<file path="src/cmd_regs_pkg.sv">
// shared constants and types for the sensor command-mode register link
`default_nettype none

package cmd_regs_pkg;

  // ==========================================================================
  // command bytes and regions
  localparam logic [7:0]  CMD_CTRL_WR  = 8'h82;
  localparam logic [7:0]  CMD_CTRL_RD  = 8'h83;
  localparam logic [7:0]  CMD_KEY_WR   = 8'h94;
  localparam logic [7:0]  CMD_TEST_WR  = 8'h96;
  localparam logic [7:0]  CMD_TEST_RD  = 8'h97;
  localparam logic [2:0]  REGION_NV    = 3'h0;
  localparam logic [2:0]  REGION_REG   = 3'h4;
  localparam logic [3:0]  CUST_FIRST   = 4'h8;
  localparam logic [15:0] UNLOCK_KEY   = 16'h16f4;

  // ==========================================================================
  // field positions and reset values
  localparam int          BIT_DIAG     = 15;
  localparam int          BIT_OVR      = 14;
  localparam int          BIT_UV       = 12;
  localparam int          BIT_PUMP     = 11;
  localparam int          BIT_SERR     = 8;
  localparam int          BIT_DERR     = 7;
  localparam int          BIT_FIELD    = 6;
  localparam int          BIT_BOND     = 5;
  localparam int          BIT_CRC      = 4;
  localparam int          BIT_WEN      = 11;
  localparam logic        BIT_RST      = 1'b0;
  localparam logic [15:0] WORD_RST     = 16'h0000;

  // ==========================================================================
  // checksum
  localparam logic [7:0]  CRC_POLY     = 8'h07;
  localparam logic [7:0]  CRC_INIT     = 8'hff;

  // ==========================================================================
  // timing at 20 MHz
  localparam int          CLK_MHZ      = 20;
  localparam int          T_ENTRY_US   = 100;
  localparam int          ENTRY_CYC    = T_ENTRY_US * CLK_MHZ;
  localparam int          T_PROG_US    = 20;
  localparam int          PROG_CYC     = T_PROG_US * CLK_MHZ;
  localparam int          RSP_TIMEOUT  = 16;

  // ==========================================================================
  // wishbone map of the programming master
  localparam logic [7:0]  ADR_CMD      = 8'h00;
  localparam logic [7:0]  ADR_STATUS   = 8'h04;
  localparam logic [7:0]  ADR_RDATA    = 8'h08;
  localparam logic [7:0]  ADR_CTRL     = 8'h0c;

  typedef enum logic [1:0] {ST_WAIT_KEY, ST_COMMAND, ST_NORMAL} dev_state_t;
  typedef enum logic [1:0] {MS_IDLE, MS_WAIT_RSP, MS_PROG} mst_state_t;

  // one word, msb first, each data bit shifted in at the low end; this form is the
  // one whose result over 8h..Fh lands in the low byte of Fh and checks back to zero
  function automatic logic [7:0] crc_step(input logic [7:0] crc, input logic [15:0] d);
    logic [7:0] c;
    logic       fb;
    c = crc;
    for (int i = 15; i >= 0; i--) begin
      fb = c[7];
      c  = {c[6:0], d[i]} ^ (fb ? CRC_POLY : 8'h00);
    end
    return c;
  endfunction

endpackage

`default_nettype wire

</file>
<file path="src/single_wire_if.sv">
// transaction-level carrier of the single-wire programming link
`default_nettype none

interface single_wire_if;
  logic        cmd_valid;
  logic [7:0]  cmd_byte;
  logic [15:0] cmd_data;
  logic        rsp_valid;
  logic [15:0] rsp_data;

  modport prog_master (output cmd_valid, output cmd_byte, output cmd_data,
                       input rsp_valid, input rsp_data);
  modport sensor (input cmd_valid, input cmd_byte, input cmd_data,
                  output rsp_valid, output rsp_data);
endinterface

`default_nettype wire

</file>
<file path="src/sensor_cmd_regs.sv">
// sensor end: command-mode entry, control/status and test control registers
//
// Behaviour
// - key 16F4h written in window enters command
// - status at 82h/83h, bit15 diagnostic present
// - bit14 write-only override forces diagnostics off
// - bit12 reports low supply voltage
// - bit11 pump clock, set after write enable
// - bit8 sticky corrected memory error flag
// - bit7 sticky uncorrectable memory error flag
// - bit6 sticky field loss, gated diagnostics
// - bit5 sticky broken bond wire flag
// - bit4 checksum mismatch captured at start-up
// - test control bit11 write enable, 96h
// - after unlock read all but test control (reads zero), write customer only
// - writes to reserved areas are dropped
// - master waits programming time after memory-region writes only
// - master enables pump and write first
// - master reads 8h..Fh for checksum
// - command byte: region, address, read bit
// - crc8 poly 107h, start FFh, msb first
// - write is command plus two data bytes
// - locked device ignores link except the key while a diagnostic is present, analog mode
//
// The Wishbone slave port was decided locally.
`default_nettype none

module sensor_cmd_regs
  import cmd_regs_pkg::*;
#(
  parameter int ENTRY_CYCLES = ENTRY_CYC
) (
  input  wire logic        clk_i,
  input  wire logic        rst_i,
  single_wire_if.sensor    link,
  input  wire logic        undervoltage_i,
  input  wire logic        nv_readout_i,
  input  wire logic        nv_single_err_i,
  input  wire logic        nv_double_err_i,
  input  wire logic        field_missing_i,
  input  wire logic        field_check_en_i,
  input  wire logic        bond_open_i,
  input  wire logic        startup_check_i,
  input  wire logic        crc_mismatch_i,
  input  wire logic [15:0] nv_rdata_i,
  output var  logic        command_mode_o,
  output var  logic        diag_mode_o,
  output var  logic        pump_clock_on_o,
  output var  logic        nv_write_en_o,
  output var  logic        nv_we_o,
  output var  logic [3:0]  nv_addr_o,
  output var  logic [15:0] nv_wdata_o
);

  localparam int CW = $clog2(ENTRY_CYCLES + 1);

  // ==========================================================================
  // state
  dev_state_t  state_r,     state_nxt;
  logic [CW-1:0] win_r,     win_nxt;
  logic        ovr_r,       ovr_nxt;
  logic        pump_r,      pump_nxt;
  logic        wen_r,       wen_nxt;
  logic        serr_r,      serr_nxt;
  logic        derr_r,      derr_nxt;
  logic        field_r,     field_nxt;
  logic        bond_r,      bond_nxt;
  logic        crc_r,       crc_nxt;
  logic        pend_r,      pend_nxt;
  logic [7:0]  pcmd_r,      pcmd_nxt;
  logic        rsp_v_r,     rsp_v_nxt;
  logic [15:0] rsp_d_r,     rsp_d_nxt;
  logic        mode_r,      mode_nxt;
  logic        diag_r,      diag_nxt;
  logic        we_r,        we_nxt;
  logic [3:0]  addr_r,      addr_nxt;
  logic [15:0] wdata_r,     wdata_nxt;

  logic [2:0]  region;
  logic [3:0]  addr;
  logic        rd;
  logic        diag_present;
  logic [15:0] status;

  // ==========================================================================
  // decode and status word
  always_comb begin
    region = link.cmd_byte[7:5];
    addr   = link.cmd_byte[4:1];
    rd     = link.cmd_byte[0];
    // field loss only counts once its detection is enabled
    diag_present = derr_r | bond_r | crc_r | undervoltage_i
                 | (field_r & field_check_en_i);
    status = WORD_RST;
    status[BIT_DIAG]  = diag_present;
    status[BIT_UV]    = undervoltage_i;
    status[BIT_PUMP]  = pump_r;
    status[BIT_SERR]  = serr_r;
    status[BIT_DERR]  = derr_r;
    status[BIT_FIELD] = field_r;
    status[BIT_BOND]  = bond_r;
    status[BIT_CRC]   = crc_r;
  end

  // ==========================================================================
  // next values
  always_comb begin
    state_nxt = state_r;
    win_nxt   = win_r;
    ovr_nxt   = ovr_r;
    pump_nxt  = pump_r;
    wen_nxt   = wen_r;
    pend_nxt  = 1'b0;
    pcmd_nxt  = pcmd_r;
    rsp_v_nxt = 1'b0;
    rsp_d_nxt = rsp_d_r;
    we_nxt    = 1'b0;
    addr_nxt  = addr_r;
    wdata_nxt = wdata_r;

    // sticky flags only rise and only reset drops them; the checksum flag is reloaded at each start-up check
    serr_nxt  = serr_r | (nv_readout_i & nv_single_err_i);
    derr_nxt  = derr_r | (nv_readout_i & nv_double_err_i);
    field_nxt = field_r | field_missing_i;
    bond_nxt  = bond_r | bond_open_i;
    crc_nxt   = startup_check_i ? crc_mismatch_i : crc_r;

    case (state_r)
      ST_WAIT_KEY: begin
        if (win_r == CW'(ENTRY_CYCLES - 1)) begin
          state_nxt = ST_NORMAL;
        end else begin
          win_nxt = win_r + 1'b1;
        end
      end
      ST_COMMAND: begin
        if (link.cmd_valid) begin
          if (rd) begin
            pend_nxt = 1'b1;
            pcmd_nxt = link.cmd_byte;
            addr_nxt = addr;
          end else if (region == REGION_REG) begin
            case (link.cmd_byte)
              CMD_CTRL_WR: begin
                ovr_nxt  = link.cmd_data[BIT_OVR];
                pump_nxt = link.cmd_data[BIT_PUMP];
              end
              CMD_TEST_WR: begin
                wen_nxt = link.cmd_data[BIT_WEN];
              end
              default: begin
              end
            endcase
          end else if (region == REGION_NV && addr >= CUST_FIRST) begin
            // without pump and write enable the cells are not programmed
            we_nxt    = wen_r & pump_r;
            addr_nxt  = addr;
            wdata_nxt = link.cmd_data;
          end
          // any other write falls through untouched
        end
      end
      ST_NORMAL: begin
      end
      default: begin
        state_nxt = ST_NORMAL;
      end
    endcase

    // a device stuck in diagnostics may still be unlocked later
    if (link.cmd_valid && link.cmd_byte == CMD_KEY_WR && link.cmd_data == UNLOCK_KEY
        && (state_r == ST_WAIT_KEY || (state_r == ST_NORMAL && diag_present))) begin
      state_nxt = ST_COMMAND;
    end

    // read answer two cycles after the command, memory needs one for its data
    if (pend_r) begin
      rsp_v_nxt = 1'b1;
      if (pcmd_r == CMD_CTRL_RD) begin
        rsp_d_nxt = status;
      end else if (pcmd_r[7:5] == REGION_NV) begin
        rsp_d_nxt = nv_rdata_i;
      end else begin
        rsp_d_nxt = WORD_RST;
      end
    end

    mode_nxt = (state_nxt == ST_COMMAND);
    diag_nxt = diag_present & ~ovr_r;
  end

  // ==========================================================================
  // registers
  always_ff @(posedge clk_i) begin
    if (rst_i) begin
      state_r <= ST_WAIT_KEY;
      win_r   <= '0;
      ovr_r   <= BIT_RST;
      pump_r  <= BIT_RST;
      wen_r   <= BIT_RST;
      serr_r  <= BIT_RST;
      derr_r  <= BIT_RST;
      field_r <= BIT_RST;
      bond_r  <= BIT_RST;
      crc_r   <= BIT_RST;
      pend_r  <= BIT_RST;
      pcmd_r  <= 8'h00;
      rsp_v_r <= BIT_RST;
      rsp_d_r <= WORD_RST;
      mode_r  <= BIT_RST;
      diag_r  <= BIT_RST;
      we_r    <= BIT_RST;
      addr_r  <= 4'h0;
      wdata_r <= WORD_RST;
    end else begin
      state_r <= state_nxt;
      win_r   <= win_nxt;
      ovr_r   <= ovr_nxt;
      pump_r  <= pump_nxt;
      wen_r   <= wen_nxt;
      serr_r  <= serr_nxt;
      derr_r  <= derr_nxt;
      field_r <= field_nxt;
      bond_r  <= bond_nxt;
      crc_r   <= crc_nxt;
      pend_r  <= pend_nxt;
      pcmd_r  <= pcmd_nxt;
      rsp_v_r <= rsp_v_nxt;
      rsp_d_r <= rsp_d_nxt;
      mode_r  <= mode_nxt;
      diag_r  <= diag_nxt;
      we_r    <= we_nxt;
      addr_r  <= addr_nxt;
      wdata_r <= wdata_nxt;
    end
  end

  assign link.rsp_valid  = rsp_v_r;
  assign link.rsp_data   = rsp_d_r;
  assign command_mode_o  = mode_r;
  assign diag_mode_o     = diag_r;
  assign pump_clock_on_o = pump_r;
  assign nv_write_en_o   = wen_r;
  assign nv_we_o         = we_r;
  assign nv_addr_o       = addr_r;
  assign nv_wdata_o      = wdata_r;

endmodule

`default_nettype wire

</file>
<file path="src/prog_master.sv">
// programming-master end: wishbone-controlled command sender with checksum
`default_nettype none

module prog_master
  import cmd_regs_pkg::*;
#(
  parameter int PROG_CYCLES = PROG_CYC
) (
  input  wire logic        clk_i,
  input  wire logic        rst_i,
  input  wire logic [7:0]  wb_adr_i,
  input  wire logic [31:0] wb_dat_i,
  input  wire logic [3:0]  wb_sel_i,
  input  wire logic        wb_we_i,
  input  wire logic        wb_cyc_i,
  input  wire logic        wb_stb_i,
  output var  logic [31:0] wb_dat_o,
  output var  logic        wb_ack_o,
  single_wire_if.prog_master link
);

  // ==========================================================================
  // state
  mst_state_t  st_r,    st_nxt;
  logic [15:0] cnt_r,   cnt_nxt;
  logic        ack_r,   ack_nxt;
  logic [31:0] dat_r,   dat_nxt;
  logic        cv_r,    cv_nxt;
  logic [7:0]  cb_r,    cb_nxt;
  logic [15:0] cd_r,    cd_nxt;
  logic [15:0] rdat_r,  rdat_nxt;
  logic        done_r,  done_nxt;
  logic        ref_r,   ref_nxt;
  logic        tmo_r,   tmo_nxt;
  logic        wen_r,   wen_nxt;
  logic        pump_r,  pump_nxt;
  logic [7:0]  crc_r,   crc_nxt;

  logic        wr;
  logic        nv_wr;

  // ==========================================================================
  // next values
  always_comb begin
    st_nxt   = st_r;
    cnt_nxt  = cnt_r;
    cv_nxt   = 1'b0;
    cb_nxt   = cb_r;
    cd_nxt   = cd_r;
    rdat_nxt = rdat_r;
    done_nxt = done_r;
    ref_nxt  = ref_r;
    tmo_nxt  = tmo_r;
    wen_nxt  = wen_r;
    pump_nxt = pump_r;
    crc_nxt  = crc_r;

    ack_nxt = wb_cyc_i & wb_stb_i & ~ack_r;
    wr      = ack_nxt & wb_we_i;
    nv_wr   = (wb_dat_i[7:5] == REGION_NV) & ~wb_dat_i[0];

    case (wb_adr_i)
      ADR_STATUS: dat_nxt = {16'h0000, crc_r, 4'h0, tmo_r, ref_r, done_r, st_r != MS_IDLE};
      ADR_RDATA:  dat_nxt = {16'h0000, rdat_r};
      default:    dat_nxt = 32'h0000_0000;
    endcase

    // clears come first so that an event in the same cycle wins
    if (wr && wb_adr_i == ADR_CTRL && wb_sel_i[0]) begin
      if (wb_dat_i[0]) begin
        crc_nxt = CRC_INIT;
      end
      if (wb_dat_i[1]) begin
        ref_nxt = 1'b0;
        tmo_nxt = 1'b0;
        done_nxt = 1'b0;
      end
    end

    case (st_r)
      MS_IDLE: begin
        if (wr && wb_adr_i == ADR_CMD && wb_sel_i == 4'hf) begin
          if (wb_dat_i[7:0] == CMD_CTRL_WR && wb_dat_i[16 + BIT_PUMP] && !wen_r) begin
            ref_nxt = 1'b1;
          end else if (nv_wr && !(wen_r && pump_r)) begin
            ref_nxt = 1'b1;
          end else begin
            cv_nxt = 1'b1;
            cb_nxt = wb_dat_i[7:0];
            cd_nxt = wb_dat_i[31:16];
            cnt_nxt = 16'h0000;
            if (wb_dat_i[7:0] == CMD_TEST_WR) begin
              wen_nxt = wb_dat_i[16 + BIT_WEN];
            end
            if (wb_dat_i[7:0] == CMD_CTRL_WR) begin
              pump_nxt = wb_dat_i[16 + BIT_PUMP];
            end
            if (wb_dat_i[0]) begin
              st_nxt = MS_WAIT_RSP;
              done_nxt = 1'b0;
            end else if (nv_wr) begin
              st_nxt = MS_PROG;
            end
          end
        end else if (wr && wb_adr_i == ADR_CMD) begin
          ref_nxt = 1'b1;
        end
      end
      MS_WAIT_RSP: begin
        if (link.rsp_valid) begin
          st_nxt   = MS_IDLE;
          rdat_nxt = link.rsp_data;
          done_nxt = 1'b1;
          if (cb_r[7:5] == REGION_NV && cb_r[4:1] >= CUST_FIRST) begin
            crc_nxt = crc_step(crc_r, link.rsp_data);
          end
        end else if (cnt_r == 16'(RSP_TIMEOUT - 1)) begin
          st_nxt  = MS_IDLE;
          tmo_nxt = 1'b1;
        end else begin
          cnt_nxt = cnt_r + 16'h0001;
        end
      end
      MS_PROG: begin
        if (cnt_r == 16'(PROG_CYCLES - 1)) begin
          st_nxt = MS_IDLE;
        end else begin
          cnt_nxt = cnt_r + 16'h0001;
        end
      end
      default: begin
        st_nxt = MS_IDLE;
      end
    endcase

    // refused while busy
    if (wr && wb_adr_i == ADR_CMD && st_r != MS_IDLE) begin
      ref_nxt = 1'b1;
    end
  end

  // ==========================================================================
  // registers
  always_ff @(posedge clk_i) begin
    if (rst_i) begin
      st_r   <= MS_IDLE;
      cnt_r  <= 16'h0000;
      ack_r  <= 1'b0;
      dat_r  <= 32'h0000_0000;
      cv_r   <= 1'b0;
      cb_r   <= 8'h00;
      cd_r   <= WORD_RST;
      rdat_r <= WORD_RST;
      done_r <= 1'b0;
      ref_r  <= 1'b0;
      tmo_r  <= 1'b0;
      wen_r  <= BIT_RST;
      pump_r <= BIT_RST;
      crc_r  <= CRC_INIT;
    end else begin
      st_r   <= st_nxt;
      cnt_r  <= cnt_nxt;
      ack_r  <= ack_nxt;
      dat_r  <= dat_nxt;
      cv_r   <= cv_nxt;
      cb_r   <= cb_nxt;
      cd_r   <= cd_nxt;
      rdat_r <= rdat_nxt;
      done_r <= done_nxt;
      ref_r  <= ref_nxt;
      tmo_r  <= tmo_nxt;
      wen_r  <= wen_nxt;
      pump_r <= pump_nxt;
      crc_r  <= crc_nxt;
    end
  end

  assign wb_ack_o       = ack_r;
  assign wb_dat_o       = dat_r;
  assign link.cmd_valid = cv_r;
  assign link.cmd_byte  = cb_r;
  assign link.cmd_data  = cd_r;

endmodule

`default_nettype wire

</file>
<file path="src/flat_wrapper.sv">
// flat-port wrapper written by rule: the top's interface ports become plain ports
module sensor_cmd_regs_flat import cmd_regs_pkg::*;
#(
  parameter int ENTRY_CYCLES = ENTRY_CYC
)
  (clk_i, rst_i, undervoltage_i, nv_readout_i, nv_single_err_i, nv_double_err_i, field_missing_i, field_check_en_i, bond_open_i, startup_check_i, crc_mismatch_i, nv_rdata_i, command_mode_o, diag_mode_o, pump_clock_on_o, nv_write_en_o, nv_we_o, nv_addr_o, nv_wdata_o, link_cmd_valid, link_cmd_byte, link_cmd_data, link_rsp_valid, link_rsp_data);
  single_wire_if link_i ();
  input  wire logic clk_i;
  input  wire logic rst_i;
  input  wire logic undervoltage_i;
  input  wire logic nv_readout_i;
  input  wire logic nv_single_err_i;
  input  wire logic nv_double_err_i;
  input  wire logic field_missing_i;
  input  wire logic field_check_en_i;
  input  wire logic bond_open_i;
  input  wire logic startup_check_i;
  input  wire logic crc_mismatch_i;
  input  wire logic [15:0] nv_rdata_i;
  output var  logic command_mode_o;
  output var  logic diag_mode_o;
  output var  logic pump_clock_on_o;
  output var  logic nv_write_en_o;
  output var  logic nv_we_o;
  output var  logic [3:0] nv_addr_o;
  output var  logic [15:0] nv_wdata_o;
  input wire logic [$bits(link_i.cmd_valid)-1:0] link_cmd_valid;
  input wire logic [$bits(link_i.cmd_byte)-1:0] link_cmd_byte;
  input wire logic [$bits(link_i.cmd_data)-1:0] link_cmd_data;
  output wire logic [$bits(link_i.rsp_valid)-1:0] link_rsp_valid;
  output wire logic [$bits(link_i.rsp_data)-1:0] link_rsp_data;
  assign link_i.cmd_valid = link_cmd_valid;
  assign link_i.cmd_byte = link_cmd_byte;
  assign link_i.cmd_data = link_cmd_data;
  assign link_rsp_valid = link_i.rsp_valid;
  assign link_rsp_data = link_i.rsp_data;
  sensor_cmd_regs #(.ENTRY_CYCLES(ENTRY_CYCLES)) u_core (.clk_i(clk_i), .rst_i(rst_i), .link(link_i), .undervoltage_i(undervoltage_i), .nv_readout_i(nv_readout_i), .nv_single_err_i(nv_single_err_i), .nv_double_err_i(nv_double_err_i), .field_missing_i(field_missing_i), .field_check_en_i(field_check_en_i), .bond_open_i(bond_open_i), .startup_check_i(startup_check_i), .crc_mismatch_i(crc_mismatch_i), .nv_rdata_i(nv_rdata_i), .command_mode_o(command_mode_o), .diag_mode_o(diag_mode_o), .pump_clock_on_o(pump_clock_on_o), .nv_write_en_o(nv_write_en_o), .nv_we_o(nv_we_o), .nv_addr_o(nv_addr_o), .nv_wdata_o(nv_wdata_o));
endmodule
</file>
<file path="config.mk">
export PLATFORM = sky130hd
export DESIGN_NAME = sensor_cmd_regs_flat
export DESIGN_NICKNAME = d
export VERILOG_FILES = /design/src/cmd_regs_pkg.sv /design/src/single_wire_if.sv /design/src/sensor_cmd_regs.sv /design/src/prog_master.sv /design/src/flat_wrapper.sv
export SDC_FILE = /design/constraint.sdc
export NUM_CORES = 1
export LEC_CHECK = 0
export BUFFER_PORTS_ARGS = -buffer_cell sky130_fd_sc_hd__buf_4
export CELL_PAD_IN_SITES_DETAIL_PLACEMENT = 1
export CELL_PAD_IN_SITES_GLOBAL_PLACEMENT = 2
export CORE_UTILIZATION = 25
export CTS_CLUSTER_DIAMETER = 120
export DETAILED_ROUTE_END_ITERATION = 10
export GPL_ROUTABILITY_DRIVEN = 1
export GPL_TIMING_DRIVEN = 0
export PLACE_DENSITY = 0.75
export SETUP_SLACK_MARGIN = 0.5
export SYNTH_ARGS = -nofsm -noshare
export SYNTH_HDL_FRONTEND = slang
export SYNTH_SLANG_ARGS = --single-unit
</file>
<file path="constraint.sdc">
create_clock -name clk_i -period 2.8 [get_ports clk_i]
set_input_delay 0.42 -clock clk_i [delete_from_list [all_inputs] [get_ports clk_i]]
set_output_delay 0.42 -clock clk_i [all_outputs]
set_load 0.05 [all_outputs]
</file>
Word-level counts from Yosys, hierarchy flattened
Index checks and enable logic that the tools add are counted.

Flip-flop bits (word level): 70. Input port bits: 52. Output and inout bits: 42. Word-level logic and storage cells: 81.

Add/sub/neg operators: 1. Magnitude comparators: 1. Equal/unequal tests: 11. Muxes and demuxes: 10. Bitwise logic cells: 20. Reductions and logical operators: 19.

Operators with widths (number): equality test 8 bit (second input constant) (4); 2-to-1 mux 16 bit (2); equality test 16 x 13 -> 1 bit (second input constant) (1); AND reduction 5 bit (3); 2-to-1 mux 4 bit (3); adder 11 x 1 -> 11 bit (second input constant) (1); equality test 11 bit (second input constant) (1); OR 1 bit (8); NOT 1 bit (7); zero test 3 bit (2); OR reduction 6 bit (1); bitwise AND 1 bit (5); logical AND 1 bit (5); equality test 2 x 1 -> 1 bit (second input constant) (2); >= comparator 4 bit (second input constant) (1); 2-to-1 mux 2 bit (2); case mux 2 bit (2 select lines) (1); AND reduction 4 bit (1); equality test 3 bit (second input constant) (1); AND reduction 3 bit (1); OR reduction 3 bit (1); equality test 2 bit (second input constant) (1); zero test 2 bit (1); 2-to-1 mux 1 bit (2); 5 further kinds (5).

Logic depth before layout (Yosys ltp)
Depth after elaboration: 9. Depth in mapped cells: 6. Depth with buffers taken out: 5.

Least setup slack after synthesis
Ideal clock, no wire load.

Kind: flip-flop to flip-flop. From: reg u_core.win_r[4]. To: reg u_core.win_r[4]. Library setup time: 0.123 ns. Arrival: 1.546 ns. Required time: 2.677 ns. Setup slack: 1.131 ns. Cell stages (with the launch flop): 6. Buffers on the path: 1. Clock period less this slack: 1.669 ns. Cell sequence: dfxtp_1 > or3b_1 > o31ai_2 > buf_4 > nor2_1 > mux2_1.

Longest elaborated chain between the ends: 3. Elaborated cells on any way between the ends: 4. Those cells by class: add/sub (1); eq/ne (1); bitwise (1); reduce/logical (1).

Ends and longest elaborated chain: start: declaration (line sensor_cmd_regs.sv:60) `logic [CW-1:0] win_r, win_nxt;`; start signal: assignment (line sensor_cmd_regs.sv:217) `win_r <= win_nxt;`; parallel branches: the longest is 3 deep, another holds adder 11 x 1 -> 11 bit.

Several ways; the timed one is not identified. A chain may end at the register's enable or synchronous reset.

Worst setup path after layout
Same ends and word-level chain as after synthesis.

==> results.md <==
* Outcome: complete, no violations
* DIE WIDTH at about 110 um
* Critical path arrival at 2.08 ns
* Most area-hungry cell type in the Yosys netlist: dfxtp_1
* Worst Setup Path Type: reg -> reg
* Syn_nets at 374
* Synth area leaders: dfxtp_1 (50%), a21oi_1 (7.1%), nand2_1 (5.1%)
* First-pass GRT wire length at 14400 um
* Die area at 11700 um2
* Mean Syn Cell Area at 8.79 um2
* CTS buffer count at 9
* Placeable Area at 10900 um2
* Post-CTS Setup Bufs at 0
* Post-Synthesis Cells at about 320
* Critical Path Start Type: flip-flop
* Flop pwr share at a little over two fifths
* Pin count of the biggest net entering global routing at 13
* Switching Fraction at 21.6%
* Pleak at 1.58 nW
* Resize count post-CTS at 0
* Critical Path Max Stage Delay at 0.42 ns
* Comb pwr share at 5.5%
* Top-area cell type share of the netlist area at between 40% and 50%
* Fin. Hold Viols at 0
* Hold Slack at 0.298 ns
* Worst-Skew Late Latency at 0.33 ns
* Slew Viols, Final at 0
* CTS sink count at 70
* Final period util at 66.7%
* DP Wirelength at about 6600 um
* Worst Path Buf+Inv at 1
* RSZ-0062 raised after global routing: false
* Post-synth EDFFs at 0
* Initial Util at ~26%
* Row count at 38
* Post-layout util at 36.7%
* Setup TNS at 0 ns
* CP max stage cell: or3b_1
* Psw at 515 uW
* VDD IR max at 0.194 mV
* Clock slew at reported path FFs at 0.06 ns
* Fin Clk Skew at 0.00718 ns
* Fmax at 0.536 GHz
* Vias at between 2000 and 3000
* Iteration-0 DRC Markers at 44
* Family with the most delay on the worst path: simple AND/OR/NAND/NOR gates
* Crit path required time at 3.01 ns
* Io pins at between 90 and 100
* Total gr overflow at 0
* Hold depth at 3
* CP cell instances: or3b_1 -> o31ai_2 -> buf_4 -> nor2_1 -> mux2_1
* Hold buffer count at CTS at 0
* Register area share after synthesis at 49.6%
* Flops & latches, synth at 70
* Area Growth Syn to Fin at 42.2%
* Clock power frac at roughly 52%
* Vias per Instance at between 4 and 5
* Synth async-reset ratio at 0%
* Detail Route Antenna Nets at 0
* Clock tree from TritonCTS: yes
* DRC Markers at 0
* Vias in the first global route at 2832
* Capturing element type of the critical path: flip-flop
* Tmin final at 1.87 ns
* Fin nets at 477
* WL final at 8840 um
* Rel. slew slack at 61.9%
* Netlist Area Pre-Place at 2820 um2
* Drt first pass iters at 4
* Ys flop type: dfxtp_1
* Hold Path Class: in -> reg
* Power Dens Cells at ~600 nW/um2
* FF-to-FF path depth at 5
* CTS max path bufs at 2
* Final GP Congestion at 0.761
* Synth cell types at 47
* Gr usage total at 16.1%
* Initial antenna violation count at 0
* Port bufs at 92
* Slew @ Worst Pin at 0.572 ns
* Chip Height at 108 um
* Antenna Cells at 0
* Maxcap violations at 0
* Clock root buffer master: clkbuf_16
* Power Internal at 1.87 mW
* Levels on crit path at 5
* Share of layout cells above drive strength 1 at 28.2%
* Setup violations, final at 0
* Synth warn at 0
* H-Tree Level Count at 3
* Crit Path Max Fanout at 10
* Drt wl/cell at 15.5 um
==> routing by layer <==
layer	global-route usage, %	up-vias	part of all wire (%)
met3	4.34	9	6.8
met2	26.1	71	47
li1	-	1346	-
met1	20.3	1300	45
met5	0	-	0
met4	6.08	0	1.3
==> logic make-up (layout without fill, tap and decap cells) <==
group | Yosys count | count (layout) | synth area share, %
simple gates | 148 | 148 | 27.8
flops | 70 | 70 | 49.6
compound gates | 68 | 68 | 14.7
buf+inv | 22 | 130 | 3.28
mux | 9 | 9 | 3.24
xor+xnor | 3 | 3 | 0.931
fa+ha+maj | 1 | 1 | 0.443
==> placed cells by master (no fill, tap or decap), types with 9 or more instances in the layout <==
master	Yosys	layout
a21oi_1	40	40
buf_4	1	93
clkbuf_1	11	11
clkbuf_16	0	9
dfxtp_1	70	70
nand2_1	38	38
nand2b_1	9	9
nand3_1	28	28
nor2_1	35	35
==> synth_stat cells, drive strengths merged, types with 2 or more instances <==
master / number
dfxtp: 70
a21oi: 40
nand2: 38
nor2: 35
nand3: 28
clkbuf: 11
nand2b: 9
nor3: 9
mux2i: 8
a211oi: 7
a22oi: 7
buf: 7
inv: 4
o21ai: 4
nand4: 3
nor2b: 3
o41ai: 3
or3: 3
or4b: 3
a41oi: 2
and2: 2
and3b: 2
nor4: 2
nor4b: 2
o31ai: 2
or4: 2
or4bb: 2
xnor2: 2
==> worst min-delay path, stage by stage <==
cell	delay, ns
buf_4	0.08
nor2_1	0.03
nor2_1	0.06
==> sequential cells by signal, summed over array words and instances (netlist names), 2 cells and up <==
signal,count
u_core.link.rsp_data,16
u_core.nv_addr_o,4
u_core.nv_wdata_o,16
u_core.pcmd_r,8
u_core.state_r,2
u_core.win_r,11
==> area by class of cell <==
| cell class | instances | area [um2] |
|---|---|---|
| repair buffers | 92 | 691 |
| clock buffers | 10 | 239 |
| fillers | 1323 | 6920 |
| flip-flops and latches | 70 | 1400 |
| well taps | 140 | 175 |
| plain buffers | 18 | 77.6 |
| inverters | 4 | 15.0 |
| multi-input cells | 229 | 1330 |
| clock inverters | 6 | 85.1 |
==> through the flow <==
step                      cell area (um2)  worst slack [ns]  cells  total power, mW
after floorplan                      2820              1.13    321             1.08
after global routing                 4010             0.806    569             2.48
after global placement               3690             0.673    553             1.16
after CTS                            4010             0.908    569             2.42
final                                4010             0.933    569             2.39
after detailed placement             3690             0.661    553             1.17
==> power by group through the flow <==
stage	Clock (mW)	Sequential, mW	Combinational (mW)
floorplan	0	1.04	0.0407
global placement	0	1.03	0.128
detailed placement	0	1.03	0.132
CTS	1.27	1.01	0.133
global route	1.33	1.01	0.143
finish	1.24	1.01	0.130
==> final timing paths <==
check | startpoint | endpoint | slack (ns)
worst max-delay path | u_core.win_r[4]$_SDFFE_PP0P_ | u_core.win_r[4]$_SDFFE_PP0P_ | 0.93
worst min-delay path | bond_open_i | u_core.bond_r$_SDFF_PP0_ | 0.30
worst max register to register | u_core.win_r[4]$_SDFFE_PP0P_ | u_core.win_r[4]$_SDFFE_PP0P_ | 0.93
worst min register to register | u_core.nv_wdata_o[5]$_SDFFE_PP0P_ | u_core.nv_wdata_o[5]$_SDFFE_PP0P_ | 0.46
Note: power is estimated with default switching activity, not from simulation.
